$ cat src/pkg/tcsc_pkg.sv
// package: constants and types of the tach closed-loop speed controller
package tcsc_pkg;
  localparam int          REF_CLK_HZ      = 10_000_000;
  localparam int          TICK_HZ         = 1_000_000;
  localparam int          TICK_DIV        = REF_CLK_HZ / TICK_HZ;
  localparam logic [3:0]  TICK_DIV_LAST   = 4'(TICK_DIV - 1);
  localparam int          LOCK_TIME_MS    = 50;
  localparam logic [15:0] LOCK_TICKS      = 16'(LOCK_TIME_MS * (TICK_HZ / 1000));
  localparam logic [15:0] TARGET_FULL     = 16'h09C4;
  localparam logic [15:0] TARGET_WINDOW   = 16'h0019;
  localparam int          PWM_BITS        = 8;
  localparam logic [7:0]  PWM_PERIOD_LAST = 8'hFF;
  localparam logic [7:0]  DUTY_RESET      = 8'h80;
  localparam logic [7:0]  DUTY_MIN        = 8'h10;
  localparam logic [7:0]  DUTY_MAX        = 8'hF0;
  localparam logic [7:0]  DUTY_STEP       = 8'h01;
  localparam logic [15:0] UPDATE_TICKS    = 16'h03E8;
  localparam int          WINDOW_MS       = 128;
  localparam logic [17:0] WINDOW_TICKS    = 18'(WINDOW_MS * (TICK_HZ / 1000));
  localparam logic [7:0]  WINDOW_TARGET   = 8'h33;
  typedef enum logic [1:0] {SPD_IDLE, SPD_ON, SPD_ADJ, SPD_LOCK} tcsc_speed_e;
endpackage

$ cat src/rtl/tcsc_pwm_gen.sv
// file: pwm generator driving the driver speed command input
`timescale 1ns/10ps
module tcsc_pwm_gen
  import tcsc_pkg::*;
(
  input  wire logic       ref_clk,
  input  wire logic       reset,
  input  wire logic [7:0] duty,
  output logic            pwmOut
);
  typedef struct packed {
    logic [7:0] cnt;
    logic       pwm;
  } tcsc_pwm_s;
  tcsc_pwm_s st_q, st_d;

  always_comb begin
    st_d     = st_q;
    st_d.cnt = (st_q.cnt == PWM_PERIOD_LAST) ? 8'h00 : st_q.cnt + 8'h01;
    st_d.pwm = (st_q.cnt < duty);
  end

  always_ff @(posedge ref_clk) begin
    if (reset) begin
      st_q <= '0;
    end else begin
      st_q <= st_d;
    end
  end

  assign pwmOut = st_q.pwm;
endmodule // tcsc_pwm_gen

$ cat src/rtl/tcsc_speed_ctrl.sv
// file: closed-loop speed regulator top
// Notes on behaviour
// - count 1 MHz ticks between tach pulses
// - decide adjustment after every single capture
// - too fast lowers duty, slow raises unlocked
// - duty applied only on update timer event
// - switch low halves target at update event
// - default target 4000 RPM, pressed 2000
// - green lamp when measurement meets target
// - adjusting: red on, green off
// - no pulse for 50 ms flags lock
// - pulse updates status, restarts period and lock timers
// - lock lights both lamps
// - on-target accepted within tolerance window
// - optional pulse count per 128 ms
`timescale 1ns/10ps
module tcsc_speed_ctrl
  import tcsc_pkg::*;
(
  input  wire logic        ref_clk,
  input  wire logic        reset,
  input  wire logic        speedTachPulseIn,
  input  wire logic        halfSpeedSwitchN,
  output logic             speedTachPulseOut,
  output logic             speedTachPulseOe,
  output logic             speedCommandIn,
  output logic             tachDividerSelect,
  output logic             redAdjustLamp,
  output logic             greenOnTargetLamp,
  output logic             rotorLocked,
  output logic [15:0]      periodTicks,
  output logic [7:0]       windowCount,
  output logic             windowOnTarget
);
  typedef struct packed {
    logic        tachSync;
    logic        tachPrev;
    logic        tachDly;
    logic [3:0]  div;
    logic [15:0] period;
    logic [15:0] captured;
    logic        capValid;
    logic [15:0] lockCnt;
    logic        locked;
    logic [15:0] updCnt;
    logic [15:0] target;
    logic [7:0]  dutyPend;
    logic [7:0]  dutyLive;
    tcsc_speed_e status;
    logic        red;
    logic        green;
    logic [17:0] winTicks;
    logic [7:0]  winPulses;
    logic [7:0]  winCount;
    logic        winOk;
  } tcsc_state_s;
  tcsc_state_s st_q, st_d;

  logic        tick;
  logic        tachFall;
  logic        updEvent;
  logic [15:0] lo;
  logic [15:0] hi;

  function automatic logic [7:0] clampDuty(input logic [8:0] v);
    if (v > {1'b0, DUTY_MAX}) begin
      return DUTY_MAX;
    end else if (v < {1'b0, DUTY_MIN}) begin
      return DUTY_MIN;
    end else begin
      return v[7:0];
    end
  endfunction

  function automatic logic windowEnd(input logic t, input logic [17:0] w);
    return t && (w == WINDOW_TICKS - 18'h00001);
  endfunction

  assign tick     = (st_q.div == TICK_DIV_LAST);
  // edge taken between the second and third stage, never from the first
  assign tachFall = st_q.tachDly & ~st_q.tachPrev;
  assign updEvent = tick && (st_q.updCnt == UPDATE_TICKS - 16'h0001);
  assign lo       = st_q.target - TARGET_WINDOW;
  assign hi       = st_q.target + TARGET_WINDOW;

  ////////////////////////////////////////////////////////////////////////////
  always_comb begin
    st_d          = st_q;
    st_d.tachSync = speedTachPulseIn;
    st_d.tachPrev = st_q.tachSync;
    st_d.tachDly  = st_q.tachPrev;
    st_d.capValid = 1'b0;
    st_d.div      = tick ? 4'h0 : st_q.div + 4'h1;
    if (tick && st_q.period != 16'hFFFF) begin
      st_d.period = st_q.period + 16'h0001;
    end
    if (tick) begin
      st_d.updCnt = updEvent ? 16'h0000 : st_q.updCnt + 16'h0001;
      if (st_q.lockCnt != 16'h0000) begin
        st_d.lockCnt = st_q.lockCnt - 16'h0001;
      end else begin
        st_d.locked = 1'b1;
      end
    end
    if (tachFall) begin
      st_d.captured = st_q.period;
      st_d.capValid = 1'b1;
      st_d.period   = 16'h0000;
      st_d.lockCnt  = LOCK_TICKS;
      st_d.locked   = 1'b0;
    end
    // decision after each capture
    if (st_q.capValid && !st_q.locked) begin
      if (st_q.captured < lo) begin
        st_d.dutyPend = clampDuty({1'b0, st_q.dutyPend} - {1'b0, DUTY_STEP});
        st_d.status   = SPD_ADJ;
      end else if (st_q.captured > hi) begin
        st_d.dutyPend = clampDuty({1'b0, st_q.dutyPend} + {1'b0, DUTY_STEP});
        st_d.status   = SPD_ADJ;
      end else begin
        st_d.status = SPD_ON;
      end
    end
    if (st_q.locked) begin
      st_d.status = SPD_LOCK;
    end
    if (updEvent) begin
      st_d.dutyLive = st_q.dutyPend;
      // pressed switch halves the speed, so the target period doubles
      st_d.target   = halfSpeedSwitchN ? TARGET_FULL : {TARGET_FULL[14:0], 1'b0};
    end
    case (st_q.status)
      SPD_ON: begin
        st_d.red   = 1'b0;
        st_d.green = 1'b1;
      end
      SPD_ADJ: begin
        st_d.red   = 1'b1;
        st_d.green = 1'b0;
      end
      SPD_LOCK: begin
        st_d.red   = 1'b1;
        st_d.green = 1'b1;
      end
      default: begin
        st_d.red   = 1'b0;
        st_d.green = 1'b0;
      end
    endcase
    if (tick) begin
      if (windowEnd(tick, st_q.winTicks)) begin
        st_d.winTicks  = '0;
        st_d.winCount  = st_q.winPulses;
        st_d.winOk     = (st_q.winPulses == WINDOW_TARGET);
        st_d.winPulses = tachFall ? 8'h01 : 8'h00;
      end else begin
        st_d.winTicks = st_q.winTicks + 18'h00001;
      end
    end
    if (tachFall && !windowEnd(tick, st_q.winTicks) && st_q.winPulses != 8'hFF) begin
      st_d.winPulses = st_q.winPulses + 8'h01;
    end
  end

  always_ff @(posedge ref_clk) begin
    if (reset) begin
      st_q          <= '0;
      st_q.tachSync <= 1'b1;
      st_q.tachPrev <= 1'b1;
      st_q.tachDly  <= 1'b1;
      st_q.lockCnt  <= LOCK_TICKS;
      st_q.target   <= TARGET_FULL;
      st_q.dutyPend <= DUTY_RESET;
      st_q.dutyLive <= DUTY_RESET;
      st_q.status   <= SPD_IDLE;
    end else begin
      st_q <= st_d;
    end
  end

  ////////////////////////////////////////////////////////////////////////////
  logic pwmRaw;
  tcsc_pwm_gen u_pwm (
    .ref_clk (ref_clk),
    .reset   (reset),
    .duty    (st_q.dutyLive),
    .pwmOut  (pwmRaw)
  );

  assign speedCommandIn    = pwmRaw;
  assign speedTachPulseOut = 1'b0;
  assign speedTachPulseOe  = 1'b0;
  assign tachDividerSelect = 1'b0; // full-rate tach
  assign redAdjustLamp     = st_q.red;
  assign greenOnTargetLamp = st_q.green;
  assign rotorLocked       = st_q.locked;
  assign periodTicks       = st_q.captured;
  assign windowCount       = st_q.winCount;
  assign windowOnTarget    = st_q.winOk;
endmodule // tcsc_speed_ctrl

$ cat config.mk
export PLATFORM = sky130hd
export DESIGN_NAME = tcsc_speed_ctrl
export DESIGN_NICKNAME = d
export VERILOG_FILES = /design/src/pkg/tcsc_pkg.sv /design/src/rtl/tcsc_pwm_gen.sv /design/src/rtl/tcsc_speed_ctrl.sv
export SDC_FILE = /design/constraint.sdc
export NUM_CORES = 1
export LEC_CHECK = 0
export ABC_AREA = 1
export BUFFER_PORTS_ARGS = -buffer_cell sky130_fd_sc_hd__buf_2
export CAP_MARGIN = 20
export CORE_MARGIN = 5
export CORE_UTILIZATION = 41
export CTS_CLUSTER_DIAMETER = 200
export DETAILED_ROUTE_END_ITERATION = 10
export RECOVER_POWER = 25
export SYNTH_ARGS = -nofsm -noshare
export SYNTH_HDL_FRONTEND = slang
export SYNTH_SLANG_ARGS = --single-unit
$ cat constraint.sdc
create_clock -name ref_clk -period 5.4 [get_ports ref_clk]
set_input_delay 1.08 -clock ref_clk [delete_from_list [all_inputs] [get_ports ref_clk]]
set_output_delay 1.08 -clock ref_clk [all_outputs]
set_load 0.05 [all_outputs]
== After elaboration in Yosys (flattened, before gate mapping) ==
Cells that the tools add are included.

* Input port bits: 4
* Word-level logic and storage cells: 96
* Register bits after elaboration: 153

* Eq/ne operators: 10
* $lt $le $gt $ge: 7
* Reduce and logical (&&, ||, !) cells: 21
* Mux-type cells: 22
* Bitwise operators: 3
* $add $sub $neg: 11

{| class="wikitable"
|+ Operator list
! cell !! count
|-
| $mux W8 || 7
|-
| $mux W18 || 2
|-
| $mux W17 || 2
|-
| $mux W33 || 1
|-
| $add A16 B1 Y16 const B || 2
|-
| $mux W16 || 2
|-
| $add A18 B1 Y18 const B || 1
|-
| $eq A18 B17 Y1 const B || 1
|-
| $gt A9 B8 Y1 const B || 2
|-
| $lt A9 B5 Y1 const B || 2
|-
| $add A16 B5 Y16 const B || 1
|-
| $add A8 B1 Y8 const B || 2
|-
| $eq A16 B10 Y1 const B || 1
|-
| $gt A16 B16 Y1 || 1
|-
| $lt A16 B16 Y1 || 1
|-
| $ne A16 B16 Y1 const B || 1
|-
| $reduce_bool A16 Y1 || 1
|-
| $sub A16 B1 Y16 const B || 1
|-
| $sub A16 B5 Y16 const B || 1
|-
| $mux W13 || 1
|-
| $reduce_and A2 Y1 || 5
|-
| $add A8 B1 Y9 const B || 1
|-
| $sub A8 B1 Y9 const B || 1
|-
| $eq A8 B6 Y1 const B || 1
|-
| 16 further kinds || 33
|}

== Logic depth before layout (Yosys ltp) ==
Gate-level depths: netlist of the first run.

* Word-level depth: 7
* Mapped depth: 16
* Gate-level depth less buffers: 16

== Modules after synthesis ==
Synthesis of the first run repeated with hierarchy kept, for this count alone.

* Cells, all modules: 1071
* Area total of the unflattened synthesis: 7513.5 um^2

{| class="wikitable"
|+ Modules (own cells, without submodules)
! module !! seq. area each (um^2) !! area an instance (um^2) !! cells each !! times used
|-
| tcsc_speed_ctrl || 2602.5 || 6951.7 || 994 || 1
|-
| tcsc_pwm_gen || 180.2 || 561.8 || 77 || 1
|}

== Least setup slack after synthesis of the first run ==
OpenSTA, ideal clock, no wires.

* Path kind: in2reg
* Start point: input port reset
* End point: register st_q[103] in the netlist's numbering
* Path buffers: 2
* Data arrival time: 1910 ps
* Stages: 4
* Library setup time: 138 ps
* Slack: 3352 ps
* Cells stage by stage: clkbuf_1 -> nor2_1 -> clkbuf_1 -> o211ai_1

* Word-level cells in the longest chain between the ends: 1

{| class="wikitable"
|+ Ends and longest elaborated chain
! what !! line !! text
|-
| start: declaration || tcsc_speed_ctrl.sv:21 || <nowiki>input wire logic reset,</nowiki>
|-
| $reduce_or A2 Y1 (no source line) || n/a ||
|-
| end signal: assignment || tcsc_speed_ctrl.sv:177 || <nowiki>st_q <= st_d;</nowiki>
|-
| end: declaration || tcsc_speed_ctrl.sv:57 || <nowiki>tcsc_state_s st_q, st_d;</nowiki>
|}

Every way passes these cells.
A chain may end at the register's enable or synchronous reset.

==> results.ini, run 1 <==
[run_status]
result_of_the_run=finished clean

[placed_design]
pre_cts_ws_ps=2742
dp.cells=1258
dp_hpwl_mm=11.78
globalplace.congestion=0.8476
port_buffers=32
cell_area_after_placement_sq_um=7621

[synth]
synth-seq-area-share_pct=37.22
synthFlopType=sky130_fd_sc_hd__dfxtp_1
synth_top_family_by_area=simple AND/OR/NAND/NOR gates
syn_area_sq_um=7476
synth_xor_area_share_pct=2.695
yosys-top-cells-area=sky130_fd_sc_hd__dfxtp_1 37%, sky130_fd_sc_hd__nand2_1 11%, sky130_fd_sc_hd__inv_1 6.0%
ys_types=53
synth_compound_gate_area_share_pct=12.02
synth_mux_area_share_pct=0
synth-edff-count=0
synth.largest_area_cell=sky130_fd_sc_hd__dfxtp_1
post_synth_and_or_nand_nor_area_fraction_pct=31.68
yosys_register_bits=139
syn_avg_cell_area_sq_um=7.161
netlist_instances=1044
synth.top_cell.area_share_pct=37.22
share_of_synthesized_cell_area_in_full_adder_half_adder_and_majority_cells_pct=5.523
ys_warn_count=0
synthArstFlopShare_pct=0

[power_and_ir_drop]
power.share.switching_pct=23.36
internal_power_mw=1.764
p_leak_nw=3.442
p_total_mw=2.302
p_switching_uw=537.6
clock_power_share_pct=49.9
ir_drop_v=0.0002493
sequentialPowerShare_pct=45.4
pwr_density_cell_nw_per_um2=281.1
p_comb_share_pct=4.7

[critical_path]
worstPathBufferInverterCount=4
start_kind=input pin
critPathTopFamily=buffers and inverters
timing.setup.critical_path_class=in2reg
worst_path_most_repeated_cell=sky130_fd_sc_hd__clkbuf_1
arrival_ps=3750
cpPeakStageDelay_ps=1020
path_max_fanout=33
path_cells=clkbuf_1 -> clkinv_1 -> clkbuf_1 -> nand2_1 -> inv_1 -> o21ai_0 -> a21oi_1
path_depth=7
rr_worst_depth=7
cp_max_stage_cell=sky130_fd_sc_hd__clkbuf_1
worstSetupEndpointType=flip-flop
crit_required_ps=5690

[clock_tree]
cts_hold_buffers=0
cts_buf_count=17
cts.clk_slew.worst_paths_ps=60
post_cts_resized=0
ctsRootBufferMaster=sky130_fd_sc_hd__clkbuf_16
tritoncts=yes
cts.sink_count=139
post-cts-setup-buffers=0
cts_max_level=4
max-clock-path-buffers=2
worstSkewPairLatency_ps=420

[timing]
final_min_period_over_clock_period_pct=64.14
worst_slew_pin_slew_ps=1441
maxClockFrequency_mhz=288.7
rsz0062_at_grt=no
finalSetupViolations=0
layout_min_cycle_time_ps=3464
accumulated_negative_setup_slack_ps=0
final_critical_path_setup_slack_ps=1936
slew_viol_final=0
final_hold_viol_count=0
clock_tree_skew_after_final_layout_ps=10.69
slew_headroom_pct=3.916

[floorplan]
initial_utilization_pct=41.62
core_box_area_sq_um=17960
pin_count=36
total_number_of_placement_rows=49
fp.dieW_um=145.0
die_h_um=145.0
floorplan.die_area_sq_um=21040

[finish]
num-fill-cells=1836
final_common_cell=sky130_fd_sc_hd__nand2_1
multiInputGateArea_sq_um=3887
final_cell_count_no_fill=1290
post_route_cells_drive_above_1_share_pct=10.27
antenna-diode-count=0
layout-area-overhead-vs-synth_pct=9.540
stdcell_area_sq_um=8189
register_area_sq_um=2783
finalNetCount=1085
most-common-layout-cells=219 x sky130_fd_sc_hd__nand2_1, 139 x sky130_fd_sc_hd__dfxtp_1, 119 x sky130_fd_sc_hd__inv_1

[global_routing]
grt_first_pass_wirelength_mm=28.14
grt_antenna_before_repair=0
grt_remaining_overflow=0
grt_pass1_vias=5929
groute.usage.overall_pct=15.65
grt_start_max_net_pins=34

[routing]
route.antenna.remaining_nets=0
routed_via_count=6394
drc=0
drt-vias-per-instance=4.957
routedWlPerCell_um=12.69
drtPass1Iterations=5
drt-initial-drc-count=263
total_wire_length_after_detailed_routing_mm=16.38

[job]
maxCapViolations=0

[min_path]
number_of_cells_traversed_by_the_worst_hold_path=1
hold_path.class=reg2reg

registers in the layout, summed over array words and instances, names as in the netlist:
register,count
st_q,100
periodTicks,16
u_pwm.st_q,8
windowCount,8
st_d,2
greenOnTargetLamp,1
redAdjustLamp,1
rotorLocked,1
u_pwm.pwmOut,1
windowOnTarget,1
cell type report:
cell class | instances | share of cell area [%]
multi-input combinational | 729 | 47.47
inverter | 127 | 5.882
timing repair buffer | 34 | 2.032
sequential | 139 | 33.98
tap | 229 | 3.499
clock inverter | 13 | 1.727
clock buffer | 19 | 5.409
stage by stage:
step / utilization (%) / hold WS, ps
2_1_floorplan: - / 389.5
3_3_place_gp: 42.43 / 394.6
3_5_place_dp: 42.43 / 393.6
4_1_cts: 45.68 / 408.0
5_1_grt: 45.59 / 437.6
6_report: 45.59 / 407.0
synthesized netlist by cell type, types with 8 or more instances:
library cell / instances
sky130_fd_sc_hd__nand2_1: 218
sky130_fd_sc_hd__dfxtp_1: 139
sky130_fd_sc_hd__inv_1: 119
sky130_fd_sc_hd__nor2_1: 110
sky130_fd_sc_hd__a21oi_1: 77
sky130_fd_sc_hd__nand3_1: 74
sky130_fd_sc_hd__o21ai_0: 52
sky130_fd_sc_hd__ha_1: 33
sky130_fd_sc_hd__buf_4: 32
sky130_fd_sc_hd__nor3_1: 22
sky130_fd_sc_hd__nand4_1: 19
sky130_fd_sc_hd__xor2_1: 18
sky130_fd_sc_hd__clkbuf_1: 12
sky130_fd_sc_hd__a211oi_1: 8
sky130_fd_sc_hd__nor2_2: 8
sky130_fd_sc_hd__nor3b_1: 8
sky130_fd_sc_hd__nor4_1: 8
cells by family (layout without fill, tap and decap cells):
family | Yosys count | after routing
adders and majority gates | 33 | 33
other | 1 | 3
DFF | 139 | 139
xor gates and xnor gates | 23 | 23
AOI/OAI and AO/OA | 165 | 165
and+or+nand+nor | 505 | 505
buffers and inverters | 178 | 193
final timing paths:
path	slack, ps	start	end
max reg2reg	2810	st_d[141]$_SDFF_PP1_	st_q[89]$_SDFFE_PP0P_
min	410	st_d[142]$_SDFF_PP1_	st_d[141]$_SDFF_PP1_
min reg2reg	410	st_d[142]$_SDFF_PP1_	st_d[141]$_SDFF_PP1_
max	1940	reset	st_q[29]$_SDFFE_PP0P_
metal layers:
metal	global-route usage, %	share of wire [%]
met5	0	0
met4	4.096	0.94
met3	3.991	3.8
met2	24.38	44
met1	21.67	51
power groups by stage:
stage                     Combinational, mW  Clock, mW  Sequential, mW
after floorplan                      0.0885          0            1.07
after global placement                0.107          0            1.07
after detailed placement              0.108          0            1.07
after CTS                             0.109       1.18            1.05
after global routing                  0.123       1.22            1.05
final                                 0.107       1.15            1.05
(Power assumes the default switching activity.)
==> inputs of run 2 (changes only) <==
ABC_AREA = 0   (was 1)
clock period = 3.12 ns   (was 5.4 ns; I/O delays follow)
==> results.ini, run 2 <==
[run_status]
result_of_the_run=finished clean

[critical_path]
worst_path_most_repeated_cell=sky130_fd_sc_hd__ha_1
worstSetupEndpointType=flip-flop
arrival_ps=3050
timing.setup.critical_path_class=reg2reg
cp_max_stage_cell=sky130_fd_sc_hd__o311ai_4
worstPathBufferInverterCount=2
cpPeakStageDelay_ps=380
crit_required_ps=3430
cp-startpoint=st_q[64]$_SDFFE_PP0P_
path_cells=ha_1 -> inv_1 -> ha_1 -> nand4b_1 -> a211oi_1 -> nand2_1 -> and2_1 -> o311ai_4 -> buf_4 -> nor3_1 -> a32o_1
crit_reg_reg_startpoint=st_q[64]$_SDFFE_PP0P_
critPathTopFamily=compound AO/OA/AOI/OAI gates
start_kind=flip-flop
path_max_fanout=7

[clock_tree]
cts.clk_slew.worst_paths_ps=60
ctsRootBufferMaster=sky130_fd_sc_hd__clkbuf_16
worstSkewPairLatency_ps=420
cts_hold_buffers=0
cts_max_level=4
cts.sink_count=139
max-clock-path-buffers=2
cts_buf_count=17
tritoncts=yes

[floorplan]
floorplan.die_area_sq_um=19740
die_h_um=140.5
pin_count=36
total_number_of_placement_rows=47
fp.dieW_um=140.5
initial_utilization_pct=41.96
core_box_area_sq_um=16640

[placed_design]
dp_hpwl_mm=9.963
globalplace.congestion=0.8369
port_buffers=32

[global_routing]
grt_pass1_vias=5114
grt_first_pass_wirelength_mm=24.83
grt_antenna_before_repair=0
groute.usage.overall_pct=15.24
grt_start_max_net_pins=62
grt_remaining_overflow=0

[synth]
synthArstFlopShare_pct=0
ys_types=76
post_synth_most_frequent_cells=139 x sky130_fd_sc_hd__dfxtp_1, 111 x sky130_fd_sc_hd__nand2_1, 110 x sky130_fd_sc_hd__nor2_1
synthFlopType=sky130_fd_sc_hd__dfxtp_1
synth.top_cell.area_share_pct=39.85
synth.largest_area_cell=sky130_fd_sc_hd__dfxtp_1
synth-seq-area-share_pct=39.85
synth_most_common_cell=sky130_fd_sc_hd__dfxtp_1
ys_warn_count=0
synth-edff-count=0
netlist_instances=833
yosys_register_bits=139
syn_area_sq_um=6983
syn_avg_cell_area_sq_um=8.383
yosys-top-cells-area=sky130_fd_sc_hd__dfxtp_1 40%, sky130_fd_sc_hd__nand2_1 6.0%, sky130_fd_sc_hd__ha_1 5.9%

[finish]
largest_register_ffs=100
finalNetCount=878
num-fill-cells=1630
post_route_cells_drive_above_1_share_pct=11.12
layout-area-overhead-vs-synth_pct=11.31
final_common_cell=sky130_fd_sc_hd__dfxtp_1
antenna-diode-count=0
most-common-layout-cells=139 x sky130_fd_sc_hd__dfxtp_1, 111 x sky130_fd_sc_hd__nand2_1, 110 x sky130_fd_sc_hd__nor2_1
regMostFlops=st_q

[timing]
final_hold_viol_count=0
worst_slew_pin_slew_ps=1386
finalSetupViolations=0
maxClockFrequency_mhz=364.8
final_min_period_over_clock_period_pct=87.85
rsz0062_at_grt=no
slew_viol_final=0
finalHoldWorstSlack_ps=399.1
slew_headroom_pct=7.626
accumulated_negative_setup_slack_ps=0
clock_tree_skew_after_final_layout_ps=8.211
layout_min_cycle_time_ps=2741

[routing]
drc=0
route.antenna.remaining_nets=0
drtPass1Iterations=5
routed_via_count=5489
drt-initial-drc-count=279
drt-vias-per-instance=5.111
total_wire_length_after_detailed_routing_mm=14.51
routedWlPerCell_um=13.51

[min_path]
min_from=speedTachPulseIn
hold_path.class=in2reg

[power_and_ir_drop]
p_total_mw=4.000
ir_drop_v=0.0003982
p_leak_nw=2.899
pwr_density_cell_nw_per_um2=514.7

[job]
maxCapViolations=0

-- run 2: cells by family (layout without fill, tap and decap cells) --
kind of cell | after synthesis | in the layout | synth area share, %
and+or+nand+nor | 369 | 369 | 25.07
muxes | 10 | 10 | 1.433
other | 1 | 3 | 0.05370
adders and majority gates | 33 | 33 | 5.913
DFF | 139 | 139 | 39.85
xor gates and xnor gates | 67 | 67 | 8.404
buffers and inverters | 90 | 109 | 6.862
AOI/OAI and AO/OA | 124 | 124 | 12.42
-- run 2: per-layer routing --
| layer | routed length [um] | track usage [%] | vias up |
|---|---|---|---|
| li1 | - | - | 2864 |
| met1 | 7339 | 20.79 | 2526 |
| met2 | 6358 | 23.26 | 80 |
| met3 | 604 | 4.499 | 19 |
| met4 | 208 | 4.691 | 0 |
| met5 | 0 | 0 | - |
-- run 2: worst paths after layout --
path	end	slack, ps	cells past startpoint
max	st_q[49]$_SDFFE_PP0P_	380	11
min	st_d[142]$_SDFF_PP1_	400	2
max reg2reg	st_q[49]$_SDFFE_PP0P_	380	11
min reg2reg	st_d[141]$_SDFF_PP1_	410	1
-- run 2: timing repair --
item | in CTS | in global routing
buffers inserted | 0 | 0
setup endpoints to repair | 0 | 1
resized for setup | 0 | 1
-- run 2: power by group --
| group | leakage, nW | switching [mW] | internal [mW] |
|---|---|---|---|
| clock | 0.279 | 0.758 | 1.22 |
| combinational | 1.50 | 0.127 | 0.0839 |
| sequential | 1.12 | 0.0188 | 1.79 |
| total | 2.90 | 0.905 | 3.10 |
-- run 2: layout make-up --
| class | count | area, sq um | share of cell area [%] |
|---|---|---|---|
| flip-flops and latches | 139 | 2783 | 35.80 |
| well taps | 220 | 275.3 | 3.542 |
| inverters | 28 | 105.1 | 1.352 |
| multi-input cells | 606 | 3739 | 48.10 |
| clock buffers | 23 | 508.0 | 6.536 |
| clock inverters | 9 | 86.33 | 1.111 |
| repair buffers | 49 | 276.5 | 3.558 |
-- run 2: through the flow --
step	setup slack (ps)	instances	utilization (%)	cell area, sq um
after floorplan	699.9	835	-	6990
after global placement	420.5	1042	43.14	7179
after detailed placement	336.4	1042	43.14	7179
after CTS	277.2	1074	46.71	7774
after global routing	81.03	1074	46.70	7772
final	379.0	1074	46.70	7772
==> inputs of run 3 (changes only) <==
==> constraint.sdc (replaced) <==
create_clock -name ref_clk -period 2.49 [get_ports ref_clk]
set_input_delay 0.498 -clock ref_clk [delete_from_list [all_inputs] [get_ports ref_clk]]
set_output_delay 0.498 -clock ref_clk [all_outputs]
set_load 0.1 [all_outputs]
==> results.ini, run 3 (synthesis gave the netlist of run 2 again) <==
[critical_path]
crit_required_ps=2790
r2r_setup_slack_ps=80
timing.setup.critical_path_class=reg2reg
crit_reg_reg_startpoint=st_q[66]$_SDFFE_PP1P_
path_max_fanout=4
rr_worst_depth=11
endpoint_of_the_lowest_slack_register_to_register_path=st_q[52]$_SDFFE_PP0P_
cp-startpoint=st_q[66]$_SDFFE_PP1P_
critical_path.endpoint=st_q[52]$_SDFFE_PP0P_
arrival_ps=2710
start_kind=flip-flop
worstSetupEndpointType=flip-flop

[global_routing]
grt_antenna_before_repair=0
grt_start_max_net_pins=62
groute.usage.overall_pct=15.51
grt_pass1_vias=5169
grt_remaining_overflow=0
grt_first_pass_wirelength_mm=25.41

[timing]
slew_viol_final=0
layout_min_cycle_time_ps=2409
finalSetupViolations=0
final_min_period_over_clock_period_pct=96.75
final_critical_path_setup_slack_ps=81.02
rsz0062_at_grt=yes
maxClockFrequency_mhz=415.1
final_hold_viol_count=0
slew_headroom_pct=21.76
clock_tree_skew_after_final_layout_ps=6.175
worst_slew_pin_slew_ps=1179

[floorplan]
total_number_of_placement_rows=47
die_h_um=140.5
initial_utilization_pct=41.96
fp.dieW_um=140.5
core_box_area_sq_um=16640
floorplan.die_area_sq_um=19740
pin_count=36

[routing]
drt-vias-per-instance=5.136
route.antenna.remaining_nets=0
drt-initial-drc-count=275
total_wire_length_after_detailed_routing_mm=15.15
drc=0
routedWlPerCell_um=13.78
drtPass1Iterations=4
routed_via_count=5645

[power_and_ir_drop]
pwr_density_cell_nw_per_um2=606.4
p_leak_nw=3.066
ir_drop_v=0.0004734
p_total_mw=4.920

[placed_design]
pre_cts_ws_ps=-94.99
port_buffers=32
dp_hpwl_mm=10.44
globalplace.congestion=0.8410

[finish]
final_common_cell=sky130_fd_sc_hd__dfxtp_1
register_area_sq_um=2786
antenna-diode-count=0
num-fill-cells=1588
post_route_core_utilization_pct=48.75
layout-area-overhead-vs-synth_pct=16.18
post_route_cells_drive_above_1_share_pct=16.04
regMostFlops=st_q
largest_register_ffs=100
multiInputGateArea_sq_um=3876
finalNetCount=908
most-common-layout-cells=136 x sky130_fd_sc_hd__dfxtp_1, 109 x sky130_fd_sc_hd__nand2_1, 109 x sky130_fd_sc_hd__nor2_1

[clock_tree]
cts.clk_slew.worst_paths_ps=50
max-clock-path-buffers=2
cts_hold_buffers=0
tritoncts=yes
worstSkewPairLatency_ps=410
ctsRootBufferMaster=sky130_fd_sc_hd__clkbuf_16
cts_max_level=4
cts.sink_count=139
cts_buf_count=17

[job]
maxCapViolations=0

[run_status]
result_of_the_run=finished clean

[min_path]
hold_path.class=in2reg

[run 3: cell types whose count changed in the layout (fill, tap and decap cells not counted), sizes merged]
cell	delta
clkinv	-1
buf	+32
clkbuf	-2
clkinvlp	-5
bufinv	+1
[run 3: power breakdown]
| part | internal, mW | switching [mW] |
|---|---|---|
| sequential | 2.25 | 0.0249 |
| combinational | 0.125 | 0.185 |
| clock | 1.47 | 0.872 |
| total | 3.84 | 1.08 |
[run 3: worst min path at each step]
| stage | startpoint | end | slack (ps) | cells past startpoint |
|---|---|---|---|---|
| floorplan | st_d[142]$_SDFF_PP1_ | st_d[141]$_SDFF_PP1_ | 390 | 1 |
| global placement | st_d[142]$_SDFF_PP1_ | st_d[141]$_SDFF_PP1_ | 410 | 1 |
| detailed placement | st_d[142]$_SDFF_PP1_ | st_d[141]$_SDFF_PP1_ | 410 | 1 |
| CTS | speedTachPulseIn | st_d[142]$_SDFF_PP1_ | 270 | 2 |
| global route | speedTachPulseIn | st_d[142]$_SDFF_PP1_ | 270 | 2 |
| finish | speedTachPulseIn | st_d[142]$_SDFF_PP1_ | 280 | 2 |
[run 3: layer usage]
layer,GRT usage [%],part of all wire [%]
met1,21.24,49
met2,23.89,45
met3,4.056,4.8
met4,4.997,1.3
met5,0,0
[run 3: final cells by class]
type                    instances  share of cell area, %
multi-input cells             606                  47.78
repair buffers                 79                  6.678
clock buffers                  23                  5.645
clock inverters                 4                 0.8637
inverters                      28                  1.295
well taps                     220                  3.393
flip-flops and latches        139                  34.35
[run 3: through the flow]
step / instance area (sq um) / setup TNS [ps] / hold slack [ps] / std cells
final: 8113 / 0 / 278.3 / 1099
after global routing: 8113 / -40.15 / 267.2 / 1099
after CTS: 7969 / -41.16 / 265.5 / 1096
after detailed placement: 7407 / -393.4 / 405.1 / 1069
after global placement: 7407 / -230.3 / 407.6 / 1069
after floorplan: 6990 / 0 / 389.5 / 835
[run 3: critical path, stage by stage (launching register included)]
cell and delay (ps):
sky130_fd_sc_hd__dfxtp_2 330, sky130_fd_sc_hd__ha_1 280, sky130_fd_sc_hd__inv_2 40, sky130_fd_sc_hd__ha_4 260
sky130_fd_sc_hd__nand4b_1 100, sky130_fd_sc_hd__a211oi_2 250, sky130_fd_sc_hd__nand2_2 110, sky130_fd_sc_hd__and2_4 190
sky130_fd_sc_hd__o311ai_4 290, sky130_fd_sc_hd__buf_6 160, sky130_fd_sc_hd__a21oi_1 40, sky130_fd_sc_hd__o221a_2 260
[run 3: what timing repair did]
| action | CTS | global route |
|---|---|---|
| buffers inserted | 0 | 3 |
| endpoints found under the setup margin | 7 | 10 |
| resized for setup | 7 | 27 |
| pin swaps | 1 | 16 |
